## src/dcif_defines.svh

```systemverilog
// Register offsets, field positions and reset values of the channel flag block
`ifndef DCIF_DEFINES_SVH
`define DCIF_DEFINES_SVH
`define DCIF_OFF_FLAGS    8'h14
`define DCIF_OFF_ENABLES  8'h18
`define DCIF_OFF_CTRL     8'h1c
`define DCIF_OFF_STATE    8'h20
`define DCIF_BIT_DONE     2
`define DCIF_BIT_OVF      1
`define DCIF_BIT_BERR     0
`define DCIF_BIT_RUN      0
`define DCIF_NFLAGS       3
`define DCIF_FLAGS_RST    3'h0
`define DCIF_ADDR_RST     32'h00000000
`define DCIF_SYNC_RST     2'h0
`define DCIF_STATE_W      2
`endif

```

## src/dcif_pkg.sv

```systemverilog
// Types shared by the channel flag block
package dcif_pkg;
  typedef struct packed {
    logic done;
    logic ovf;
    logic berr;
  } dcif_evt_t;
  typedef enum logic [1:0] {
    DCIF_IDLE,
    DCIF_BUSY,
    DCIF_FIN
  } dcif_state_t;
endpackage

```

## src/dcif_flag_bank.sv

```systemverilog
// Sticky event flags with write-one-to-clear and mask
`timescale 1ns/1ps
`include "dcif_defines.svh"
module dcif_flag_bank
  import dcif_pkg::*;
(
  input  wire logic                     clk,
  input  wire logic                     arst_n,
  input  wire logic                     ce,
  input  wire dcif_evt_t                evt,
  input  wire logic                     clr_we,
  input  wire logic [`DCIF_NFLAGS-1:0]  clr_bits,
  input  wire logic                     en_we,
  input  wire logic [`DCIF_NFLAGS-1:0]  en_wdata,
  output logic      [`DCIF_NFLAGS-1:0]  flags,
  output logic      [`DCIF_NFLAGS-1:0]  enables,
  output logic                          irq
);
  logic [`DCIF_NFLAGS-1:0] set_v;
  assign set_v = evt;

  // Per-flag sticky bit; a set in the clear cycle wins
  genvar i;
  generate
    for (i = 0; i < `DCIF_NFLAGS; i++) begin : g_flag
      always_ff @(posedge clk or negedge arst_n) begin
        if (!arst_n) begin
          flags[i] <= 1'b0;
        end else if (ce) begin
          if (set_v[i]) begin
            flags[i] <= 1'b1;
          end else if (clr_we && clr_bits[i]) begin
            flags[i] <= 1'b0;
          end
        end
      end
    end
  endgenerate

  // Enable register
  always_ff @(posedge clk or negedge arst_n) begin
    if (!arst_n) begin
      enables <= `DCIF_FLAGS_RST;
    end else if (ce && en_we) begin
      enables <= en_wdata;
    end
  end

  // Level interrupt
  assign irq = |(flags & enables);
endmodule

```

## src/dcif_channel_flags.sv

```systemverilog
// Channel interrupt flag block with APB registers and channel event detection
//
// Our own choice: the APB interface to the registers.
`timescale 1ns/1ps
`include "dcif_defines.svh"
module dcif_channel_flags
  import dcif_pkg::*;
(
  input  wire logic        clk,
  input  wire logic        arst_n,
  input  wire logic        ce,
  input  wire logic        psel,
  input  wire logic        penable,
  input  wire logic        pwrite,
  input  wire logic [7:0]  paddr,
  input  wire logic [31:0] pwdata,
  output logic      [31:0] prdata,
  output logic             pready,
  output logic             pslverr,
  input  wire logic [31:0] cur_addr,
  input  wire logic [31:0] end_addr,
  input  wire logic        flow_req,
  input  wire logic        flow_term,
  input  wire logic        bus_err,
  output logic             run,
  output logic             req_accept,
  output logic             irq
);
  logic [1:0]              req_sync;
  logic [1:0]              term_sync;
  logic                    req_s;
  logic                    term_s;
  logic                    run_reg;
  dcif_state_t             state_reg;
  dcif_state_t             state_next;
  dcif_evt_t               evt;
  logic                    wr_acc;
  logic                    rd_acc;
  logic                    hit;
  logic                    at_end;
  logic [`DCIF_NFLAGS-1:0] flags;
  logic [`DCIF_NFLAGS-1:0] enables;
  logic [31:0]             rdata_next;
  logic                    flags_we;
  logic                    enables_we;
  logic                    ctrl_we;

  // Pin inputs from the peripheral pass two flops
  always_ff @(posedge clk or negedge arst_n) begin
    if (!arst_n) begin
      req_sync  <= `DCIF_SYNC_RST;
      term_sync <= `DCIF_SYNC_RST;
    end else if (ce) begin
      req_sync  <= {req_sync[0], flow_req};
      term_sync <= {term_sync[0], flow_term};
    end
  end
  assign req_s  = req_sync[1];
  assign term_s = term_sync[1];

  // APB access decode
  assign wr_acc = psel && penable && pwrite && ce;
  assign rd_acc = psel && !penable && !pwrite && ce;
  assign hit    = (paddr == `DCIF_OFF_FLAGS) || (paddr == `DCIF_OFF_ENABLES) ||
                  (paddr == `DCIF_OFF_CTRL) || (paddr == `DCIF_OFF_STATE);
  assign pready  = 1'b1;
  assign pslverr = psel && penable && !hit;

  // Register write strobes
  assign flags_we   = wr_acc && (paddr == `DCIF_OFF_FLAGS);
  assign enables_we = wr_acc && (paddr == `DCIF_OFF_ENABLES);
  assign ctrl_we    = wr_acc && (paddr == `DCIF_OFF_CTRL);

  // Run control bit
  always_ff @(posedge clk or negedge arst_n) begin
    if (!arst_n) begin
      run_reg <= 1'b0;
    end else if (ctrl_we) begin
      run_reg <= pwdata[`DCIF_BIT_RUN];
    end
  end
  assign run = run_reg;

  assign at_end = (cur_addr == end_addr);
  assign req_accept = run_reg && req_s && (state_reg == DCIF_BUSY) && !at_end;

  // Channel progress: idle, busy, finished
  always_comb begin
    state_next = state_reg;
    unique case (state_reg)
      DCIF_IDLE: begin
        if (run_reg && req_s) begin
          state_next = DCIF_BUSY;
        end
      end
      DCIF_BUSY: begin
        if (!run_reg) begin
          state_next = DCIF_IDLE;
        end else if (at_end || term_s) begin
          state_next = DCIF_FIN;
        end
      end
      DCIF_FIN: begin
        if (!run_reg) begin
          state_next = DCIF_IDLE;
        end
      end
      default: begin
        state_next = DCIF_IDLE;
      end
    endcase
  end

  always_ff @(posedge clk or negedge arst_n) begin
    if (!arst_n) begin
      state_reg <= DCIF_IDLE;
    end else if (ce) begin
      state_reg <= state_next;
    end
  end

  // Event pulses into the sticky flags
  always_comb begin
    evt.done = (state_reg == DCIF_BUSY) && at_end;
    evt.ovf  = (state_reg == DCIF_FIN) && run_reg && req_s;
    evt.berr = bus_err;
  end

  dcif_flag_bank u_bank (
    .clk      (clk),
    .arst_n   (arst_n),
    .ce       (ce),
    .evt      (evt),
    .clr_we   (flags_we),
    .clr_bits (pwdata[`DCIF_NFLAGS-1:0]),
    .en_we    (enables_we),
    .en_wdata (pwdata[`DCIF_NFLAGS-1:0]),
    .flags    (flags),
    .enables  (enables),
    .irq      (irq)
  );

  // Read mux
  always_comb begin
    rdata_next = `DCIF_ADDR_RST;
    unique case (paddr)
      `DCIF_OFF_FLAGS:   rdata_next[`DCIF_NFLAGS-1:0] = flags;
      `DCIF_OFF_ENABLES: rdata_next[`DCIF_NFLAGS-1:0] = enables;
      `DCIF_OFF_CTRL:    rdata_next[`DCIF_BIT_RUN] = run_reg;
      `DCIF_OFF_STATE:   rdata_next[`DCIF_STATE_W-1:0] = state_reg;
      default:           rdata_next = `DCIF_ADDR_RST;
    endcase
  end

  // Read data captured in setup cycle, held in access
  always_ff @(posedge clk or negedge arst_n) begin
    if (!arst_n) begin
      prdata <= `DCIF_ADDR_RST;
    end else if (rd_acc) begin
      prdata <= rdata_next;
    end
  end
endmodule

```

## config.mk

```make
export PLATFORM = sky130hd
export DESIGN_NAME = dcif_channel_flags
export DESIGN_NICKNAME = d
export VERILOG_FILES = /design/src/dcif_pkg.sv /design/src/dcif_flag_bank.sv /design/src/dcif_channel_flags.sv
export VERILOG_INCLUDE_DIRS = /design/src
export SDC_FILE = /design/constraint.sdc
export NUM_CORES = 1
export LEC_CHECK = 0
export ABC_AREA = 1
export CAP_MARGIN = 15
export CORE_MARGIN = 4
export CORE_UTILIZATION = 36
export CTS_BUF_LIST = sky130_fd_sc_hd__clkbuf_16
export DETAILED_ROUTE_END_ITERATION = 8
export DONT_BUFFER_PORTS = 1
export GPL_TIMING_DRIVEN = 1
export PLACE_DENSITY_LB_ADDON = 0.05
export REMOVE_ABC_BUFFERS = 1
export SLEW_MARGIN = 25
export SYNTH_ARGS = -nofsm -noshare
export SYNTH_HDL_FRONTEND = slang
export SYNTH_SLANG_ARGS = --single-unit
```

## constraint.sdc

```tcl
create_clock -name clk -period 1.5 [get_ports clk]
set_input_delay 0 -clock clk [delete_from_list [all_inputs] [get_ports clk]]
set_output_delay 0 -clock clk [all_outputs]
set_load 0.05 [all_outputs]
```

==> results of run 1 <==
-- cell usage after synthesis --
library cell | count | share of area, %
nor4_4 | 1 | 1.3
nand3_1 | 6 | 1.9
o211ai_1 | 1 | 0.46
and3_1 | 1 | 0.39
o21ai_0 | 8 | 2.5
inv_1 | 36 | 8.3
xnor2_1 | 23 | 12
conb_1 | 2 | 0.46
buf_2 | 1 | 0.31
o31ai_1 | 1 | 0.46
nor3_1 | 1 | 0.31
buf_4 | 30 | 14
o22ai_1 | 2 | 0.77
nand2_1 | 83 | 19
nor2_1 | 17 | 3.9
a21oi_1 | 1 | 0.31
nor3_2 | 2 | 1.2
dfrtp_1 | 16 | 25
nand2_2 | 4 | 1.5
nand4_1 | 3 | 1.2
clkinv_1 | 1 | 0.23
nor2_2 | 3 | 1.2
o21ai_1 | 5 | 1.5
nand3_2 | 1 | 0.62
inv_2 | 2 | 0.46
o221ai_1 | 1 | 0.54
-- worst paths after layout --
| path | end | slack, ns | from |
|---|---|---|---|
| min in group asynchronous | prdata[1] | 0.27 | arst_n |
| hold reg to reg | req_sync[0] | 0.48 | req_sync[0] |
| setup / recovery | req_accept | 0.17 | state_reg[1] |
| setup reg to reg | term_sync[0] | 0.34 | term_sync[0] |
| hold / removal | prdata[1] | 0.08 | paddr[3] |
| max in group asynchronous | req_sync[1] | 0.75 | arst_n |
-- power breakdown --
part	internal, W	switching [W]
registers	0.000460	0.0000195
logic	0.000122	0.000313
clock network	0.000354	0.000165
total	0.000936	0.000498
-- area by class of cell --
type,count,area (µm²)
Tap cell,52,65.1
Multi-Input combinational cell,194,951
Clock inverter,1,3.75
Fill cell,483,2600
Sequential cell,16,400
Timing Repair Buffer,12,110
Clock buffer,3,75.1
Inverter,39,146
-- worst max-delay path, cell delays in order (launching register included) --
cell     delay [ns]
dfrtp_1        0.43
nor2_1         0.19
nand3_1        0.11
a21oi_1        0.14
buf_4          0.22
-- routing by layer --
| metal | vias up | share of wire (%) |
|---|---|---|
| li1 | 729 | - |
| met1 | 592 | 37 |
| met2 | 60 | 51 |
| met3 | 2 | 11 |
| met4 | 0 | 0.23 |
| met5 | - | 0 |
-- kinds of logic (layout without fill, tap and decap cells) --
logic type / Yosys count / in the layout / share of synthesized area (%)
and+or+nand+nor: 122 / 122 / 32.7
buffers and inverters: 70 / 55 / 23.2
xor gates and xnor gates: 23 / 23 / 12.4
AOI/OAI and AO/OA: 19 / 19 / 6.55
DFF: 16 / 16 / 24.7
other: 2 / 30 / 0.463
-- repair_timing --
action	in CTS	in global routing
hold endpoints to repair	26	0
setup buffers	0	0
hold buffers	8	0
resized for setup	0	0
-- metrics by stage --
stage          hold WS, ns  TNS (ns)
2_1_floorplan       -0.296   -0.0982
3_3_place_gp        -0.295         0
3_5_place_dp        -0.295         0
4_1_cts             0.0741         0
5_1_grt              0.121         0
6_report            0.0777         0
==> results.ini, run 1 <==
[clock_network]
clk_pin_slew_worst_paths_ns = 0.05
cts_buffers = 3
cts_tree = built
htreeDepth = 1
clk_latency_ns = 0.24
cts_buffer_depth = 2
numClockSinks = 16
clockRootBuffer = clkbuf_16

[die]
die_w_um = 75.1
coreArea_mm2 = 0.00435
dieArea_mm2 = 0.00565
rows = 24
start_util_pct = 37.3
pin_count = 150
die_h_um = 75.1

[critical_path]
cp_data_required_time_ns = 1.50
rr_worst_depth = 3
arrival_ns = 1.33
critPathMaxFanout = 5
endpoint_kind = output pin
start_kind = flop
crit_type = reg -> out

[power]
ir_drop_mv = 0.709
fin_total_pwr_w = 0.00143
p_per_area_mw_per_mm2 = 819
p_leak_nw = 0.912

[cells_and_area]
diodes = 0
drive_gt1_share_pct = 7.55
areaGrowthSynthToFinish_pct = 7.94
fin_cells = 317
nNetsFinal = 379
design_area_mm2 = 0.00175
final_cell_mix = nand2_1 (83), inv_1 (36), conb_1 (30), xnor2_1 (23), nor2_1 (17)
utilization_pct = 40.2
layout_commonest_cell = nand2_1
largestRegisters = prdata (3), u_bank.enables (3), u_bank.flags (3)

[sta]
clock_skew_ns = 0.00118
period_minus_slack_ns = 1.33
setup_viol = 0
finalCritPeriodShare_pct = 88.7
grt_setup_unrepaired = false
worst_slew_pin_slew_ns = 0.763
worst_slack_ns = 0.170
max_freq_mhz = 752
hold_viol_final = 0
drv_slew = 0
slew_headroom_pct = 48.9

[synth]
synth_cell_types = 26
synthCells = 252
yosys_warnings = 0
synth_area_per_cell_um2 = 6.44
netlist_area_mm2 = 0.00162
ys_seq_elements = 16
yosysSeqAreaShare_pct = 24.7

[place]
portBuffers = 0
place_ws_ns = 0.347
gp_congestion = 0.712
dpl.hpwl_um = 3030
post_dp_cell_area_mm2 = 0.00159
place_inst = 305

[detailed_routing]
wl_um = 3520
antenna_left = 0
drt_first_pass_iters = 4
drc = 0
dr.first_iter.drc_count = 22
wire_per_inst_um = 11.1
dr_total_vias = 1383
viasPerCell = 4.36

[hold_path]
hold_class = in -> reg
hold_depth = 5

[global_route]
met3_usage_pct = 4.01
gr-total-overflow = 0
grt_use_met1_pct = 13.8
grt_max_degree = 17
gr-usage-all-layers_pct = 11.9
gr-max-usage-layer = met2
grt_antenna_before_repair = 0
gr-usage-met2_pct = 21.8
grt_pass1_wl_um = 5180
grt_pass1_vias = 1246

[status]
status = finished clean

[job]
drv_cap = 0

Power figures use the tool's default switching activity.
==> run 2, diff against run 1 <==
- ABC_AREA: 1 -> unset
==> results.ini, run 2 <==
[die]
start_util_pct = 38.0  ; +0.71 points
die_w_um = 70.6  ; -6.0%
die_h_um = 70.6  ; -6.0%
pin_count = 150  ; unchanged
rows = 22  ; -8.3%
coreArea_mm2 = 0.00372  ; -15%
dieArea_mm2 = 0.00499  ; -12%

[clock_network]
clk_pin_slew_worst_paths_ns = 0.05  ; about the same
cts_setup_buffers = 0  ; unchanged
clockRootBuffer = clkbuf_16
cts_tree = built
cts_buffer_depth = 2  ; unchanged
cts.repair.resized = 0  ; unchanged
numClockSinks = 16  ; unchanged
clk_latency_ns = 0.24  ; about the same
cts_buffers = 3  ; unchanged
ctsHoldBuffers = 10  ; +2
htreeDepth = 1  ; unchanged

[critical_path]
rr_worst_depth = 4  ; +1
critPathMaxFanout = 3  ; -2
start_kind = flop
r2r_end = prdata[0]
crit_chain = a222oi_1, inv_1
critPathBufInv = 1  ; unchanged
worst-path-stages = 2  ; -2
timing.rr.start = u_bank.flags[0]
cpPeakStageDelay_ns = 0.42  ; about the same
crit_end = irq
cp_data_required_time_ns = 1.50  ; about the same
arrival_ns = 1.37  ; +0.04 ns
cp_top_family = compound AO/OA/AOI/OAI gates
endpoint_kind = output pin
cpMaxStageDelayCell = a222oi_1
startpoint = u_bank.flags[1]
crit_type = reg -> out
rrSetupSlack_ns = 0.26  ; -0.08 ns

[synth]
synth_flop_cell = dfrtp_1
synth_edf_count = 0  ; unchanged
async_flop_share_pct = 100  ; unchanged
synth_cell_types = 31  ; +19%
ys_seq_elements = 16  ; unchanged
synth_most_common_cell = xor2_1
synthTopCellsByArea = dfrtp_1 (28%), xor2_1 (20%), buf_4 (16%)
yosysSeqAreaShare_pct = 28.4  ; +3.7 points
netlist_area_mm2 = 0.00141  ; -13%
synthTopCellsByCount = xor2_1 (32), buf_4 (30), dfrtp_1 (16), mux2_2 (9), nor4_1 (8)
synthCells = 149  ; -41%
yosys_warnings = 0  ; unchanged
yosysTopAreaCell = dfrtp_1
synth_area_per_cell_um2 = 9.47  ; +47%
netlist.area_leader.share_pct = 28.4  ; +3.7 points

[place]
dpl.hpwl_um = 2590  ; -15%
gp_congestion = 0.753  ; +5.8%
portBuffers = 0  ; unchanged
place_inst = 200  ; -34%

[detailed_routing]
drc = 0  ; unchanged
dr.first_iter.drc_count = 31  ; +41%
viasPerCell = 5.07  ; +16%
dr_total_vias = 1086  ; -21%
wl_um = 3030  ; -14%
wire_per_inst_um = 14.2  ; +27%
antenna_left = 0  ; unchanged
drt_first_pass_iters = 4  ; unchanged

[power]
p_per_area_mw_per_mm2 = 865  ; +5.7%
fin_total_pwr_w = 0.00136  ; -4.9%
p_leak_nw = 0.716  ; -22%
ir_drop_mv = 0.353  ; -50%

[sta]
finalCritPeriodShare_pct = 91.4  ; +2.7 points
setup_viol = 0  ; unchanged
worst_slew_pin_slew_ns = 0.722  ; -0.0410 ns
slew_headroom_pct = 51.7  ; +2.7 points
grt_setup_unrepaired = false
clock_skew_ns = 0.00272  ; +0.00154 ns
whs_ns = 0.00473  ; -0.0730 ns
period_minus_slack_ns = 1.37  ; +0.0411 ns
max_freq_mhz = 729  ; -3.0%
hold_viol_final = 0  ; unchanged
drv_slew = 0  ; unchanged

[job]
drv_cap = 0  ; unchanged

[hold_path]
hold_class = in -> reg

[cells_and_area]
final_cell_mix = xor2_1 (32), conb_1 (30), dfrtp_1 (16), dlygate4sd3_1 (10), mux2_2 (9)
largestRegisters = prdata (3), u_bank.enables (3), u_bank.flags (3)
fillers = 380  ; -21%
drive_gt1_share_pct = 14.5  ; +6.9 points
nNetsFinal = 280  ; -26%
layout_commonest_cell = xor2_1
diodes = 0  ; unchanged
fin_cells = 214  ; -32%
areaGrowthSynthToFinish_pct = 11.6

[status]
status = finished clean

[global_route]
grt_pass1_wl_um = 4640  ; -11%
grt_max_degree = 17  ; unchanged
gr-total-overflow = 0  ; unchanged
gr-usage-all-layers_pct = 11.4  ; -0.46 points
grt_pass1_vias = 1052  ; -16%
grt_antenna_before_repair = 0  ; unchanged

## run 2: cell types whose count changed in the layout (fill, tap and decap cells not counted), sizes merged, moves of 13 or more
cell / change
inv: -34
nor2: -13
xor2: +32
o21ai: -13
xnor2: -23
nand2: -80
## run 2: worst reg2reg max path, delay by kind of cell, from the launching register on
kind            cells  cell delay, ns
compound gates      1            0.27
flops               1            0.40
simple gates        1            0.06
mux                 2            0.39
## run 2: kinds of logic (layout without fill, tap and decap cells)
kind of cell | after synthesis | count (layout) | synth area share (%)
and+or+nand+nor | 40 | 40 | 18.4
buffers and inverters | 35 | 24 | 17.4
xor gates and xnor gates | 32 | 32 | 19.9
DFF | 16 | 16 | 28.4
AOI/OAI and AO/OA | 14 | 14 | 7.63
muxes | 10 | 10 | 7.89
other | 2 | 30 | 0.532
## run 2: area by class of cell
cell class	count	area, µm²	share of cell area (%)
Multi-Input combinational cell	126	876	55.6
Clock inverter	1	3.75	0.238
Inverter	4	15.0	0.953
Sequential cell	16	400	25.4
Clock buffer	3	75.1	4.77
Tap cell	48	60.1	3.81
Timing Repair Buffer	16	145	9.21
## run 2: where the power goes
group / internal, W / switching, W
combinational: 0.000101 / 0.000275
clock: 0.000353 / 0.000161
sequential: 0.000458 / 0.0000143
total: 0.000912 / 0.000451
## run 2: how the worst min path moves through the flow
stage,from,end,slack (ns),cells after the start
floorplan,arst_n,prdata[0],-0.30,0
global placement,arst_n,prdata[0],-0.30,0
detailed placement,arst_n,prdata[0],-0.30,0
CTS,penable,prdata[1],0.002,2
global route,paddr[2],u_bank.enables[2],0.03,2
finish,penable,prdata[2],0.005,2
## run 2: through the flow
stage / area (µm²) / TNS (ns) / utilization [%] / setup WS (ns)
3_3_place_gp: 1400 / 0 / 37.6 / 0.171
5_1_grt: 1580 / 0 / 42.4 / 0.0569
4_1_cts: 1580 / 0 / 42.4 / 0.141
3_5_place_dp: 1400 / 0 / 37.6 / 0.160
2_1_floorplan: 1290 / -0.491 / - / -0.491
6_report: 1580 / 0 / 42.4 / 0.129
## run 2: routing by layer
metal / track usage (%) / part of all wire (%)
met4: 3.76 / 1.1
met5: 0 / 0
met2: 21.3 / 49
met1: 12.3 / 35
met3: 3.27 / 15
==> run 3, diff against run 2 <==
- CELL_PAD_IN_SITES_DETAIL_PLACEMENT: unset -> 0
- CELL_PAD_IN_SITES_GLOBAL_PLACEMENT: unset -> 1
==> results.ini, run 3 (synthesis gave the netlist of run 2 again) <==
[global_route]
gr-usage-all-layers_pct = 11.2  ; -0.23 points
grt_pass1_vias = 1071  ; +1.8%
grt_max_degree = 17  ; unchanged
gr-total-overflow = 0  ; unchanged
grt_pass1_wl_um = 4470  ; -3.6%
grt_antenna_before_repair = 0  ; unchanged

[status]
status = finished, violations left
violations = hold timing

[sta]
max_freq_mhz = 745  ; +2.1%
worst_slew_pin_slew_ns = 0.740  ; +0.0173 ns
grt_setup_unrepaired = false
clock_skew_ns = 0.00105  ; -0.00167 ns
setup_viol = 0  ; unchanged
hold_viol_final = 1  ; +1
period_minus_slack_ns = 1.34  ; -0.0281 ns
whs_ns = -0.000965  ; -0.00569 ns
drv_slew = 0  ; unchanged
finalCritPeriodShare_pct = 89.5  ; -1.9 points
slew_headroom_pct = 50.5  ; -1.2 points

[clock_network]
numClockSinks = 16  ; unchanged
htreeDepth = 1  ; unchanged
cts_tree = built
cts_buffer_depth = 2  ; unchanged
cts_buffers = 3  ; unchanged
clk_latency_ns = 0.24  ; about the same
cts_setup_buffers = 0  ; unchanged
cts.repair.resized = 0  ; unchanged
clk_pin_slew_worst_paths_ns = 0.05  ; about the same
clockRootBuffer = clkbuf_16

[cells_and_area]
regArea_um2 = 400  ; unchanged
largestRegisters = prdata (3), u_bank.enables (3), u_bank.flags (3)
fillers = 380  ; unchanged
drive_gt1_share_pct = 14.5  ; +0.088 points
final_cell_mix = xor2_1 (32), conb_1 (30), dfrtp_1 (16), mux2_2 (9), dlygate4sd3_1 (9)
design_area_mm2 = 0.00157  ; -0.64%
diodes = 0  ; unchanged
utilization_pct = 42.1  ; -0.27 points
multi_input_area_um2 = 876  ; unchanged
nNetsFinal = 279  ; -0.36%
layout_commonest_cell = xor2_1
areaGrowthSynthToFinish_pct = 10.9

[critical_path]
cpPeakStageDelay_ns = 0.41  ; about the same
cpMaxStageDelayCell = dfrtp_1
cp_top_family = simple AND/OR/NAND/NOR gates
arrival_ns = 1.34  ; -0.03 ns
rr_worst_depth = 4  ; unchanged
critPathBufInv = 1  ; unchanged
worst-path-stages = 4  ; +2
rrSetupSlack_ns = 0.22  ; -0.04 ns
critPathMaxFanout = 4  ; +1
crit_chain = nor2b_1, nand2_1, nor3b_2, buf_4
timing.rr.start = run
startpoint = state_reg[1]
endpoint_kind = output pin
crit_type = reg -> out
cp_data_required_time_ns = 1.50  ; about the same
start_kind = flop
r2r_end = prdata[0]
crit_end = req_accept

[die]
rows = 22  ; unchanged
dieArea_mm2 = 0.00499  ; unchanged
die_w_um = 70.6  ; unchanged
die_h_um = 70.6  ; unchanged
pin_count = 150  ; unchanged
start_util_pct = 38.0  ; unchanged
coreArea_mm2 = 0.00372  ; unchanged

[hold_path]
hold_class = in -> reg
hold_depth = 2  ; unchanged

[power]
ir_drop_mv = 0.295  ; -16%
p_leak_nw = 0.712  ; -0.58%
fin_total_pwr_w = 0.00135  ; -0.63%
p_per_area_mw_per_mm2 = 865  ; about the same

[detailed_routing]
dr_total_vias = 1057  ; -2.7%
dr.first_iter.drc_count = 30  ; -3.2%
viasPerCell = 4.96  ; -2.2%
wl_met2_um = 1570  ; +5.5%
met1_length_um = 985  ; -6.3%
highest_layer = met4
drt_first_pass_iters = 4  ; unchanged
antenna_left = 0  ; unchanged
drc = 0  ; unchanged
route.met3.wl_um = 426  ; -7.6%
wire_per_inst_um = 14.2  ; +0.14%
wl_um = 3020  ; -0.33%

[place]
post_dp_cell_area_mm2 = 0.00140  ; unchanged
gp_congestion = 0.861  ; +14%
portBuffers = 0  ; unchanged
dpl.hpwl_um = 2600  ; +0.51%

[job]
drv_cap = 0  ; unchanged

run 3: cell count changes in the layout (fill, tap and decap cells not counted):
cell / delta
dlygate4sd3_1: -1
run 3: timing repair:
| item | in CTS | in global routing |
|---|---|---|
| hold buffers | 9 | 0 |
| endpoints found under the hold margin | 28 | 0 |
| endpoints found under the setup margin | 0 | 0 |
run 3: worst reg2reg max path, stage by stage, from the launching register on:
cell and delay [ns]:
dfrtp_1 0.44, mux2i_1 0.16, nor2_1 0.05, a221o_1 0.25, mux2_2 0.26
run 3: final cells by class:
class                           instances  area share (%)
Sequential cell                        16            25.6
Clock buffer                            3            4.80
Clock inverter                          1           0.240
Tap cell                               48            3.84
Inverter                                4           0.959
Multi-Input combinational cell        126            56.0
Timing Repair Buffer                   15            8.63
run 3: through the flow:
stage | TNS [ns] | worst slack, ns | instances
after global placement | 0 | 0.192 | 200
after detailed placement | 0 | 0.187 | 200
final | 0 | 0.157 | 213
after CTS | 0 | 0.144 | 213
after global routing | 0 | 0.0476 | 213
after floorplan | -0.491 | -0.491 | 146
run 3: how the worst min path moves through the flow:
stage	slack (ns)	endpoint	from
after global placement	-0.30	prdata[0]	arst_n
final	-0.001	prdata[1]	pwrite
after global routing	0.02	prdata[2]	pwrite
after CTS	0.00006	prdata[1]	pwrite
after detailed placement	-0.30	prdata[2]	arst_n
after floorplan	-0.30	prdata[0]	arst_n
run 3: per-layer routing:
| layer | vias to the layer above | GRT usage (%) |
|---|---|---|
| met1 | 481 | 10.9 |
| met4 | 0 | 4.38 |
| met3 | 4 | 3.27 |
| met2 | 81 | 21.8 |
| met5 | - | 0 |
| li1 | 491 | - |
run 3: report_power, final:
group	internal, W	switching, W	leakage, nW	total [W]
registers	0.000458	0.0000146	0.205	0.000473
clock network	0.000353	0.000155	0.0385	0.000508
logic	0.0000995	0.000275	0.468	0.000374
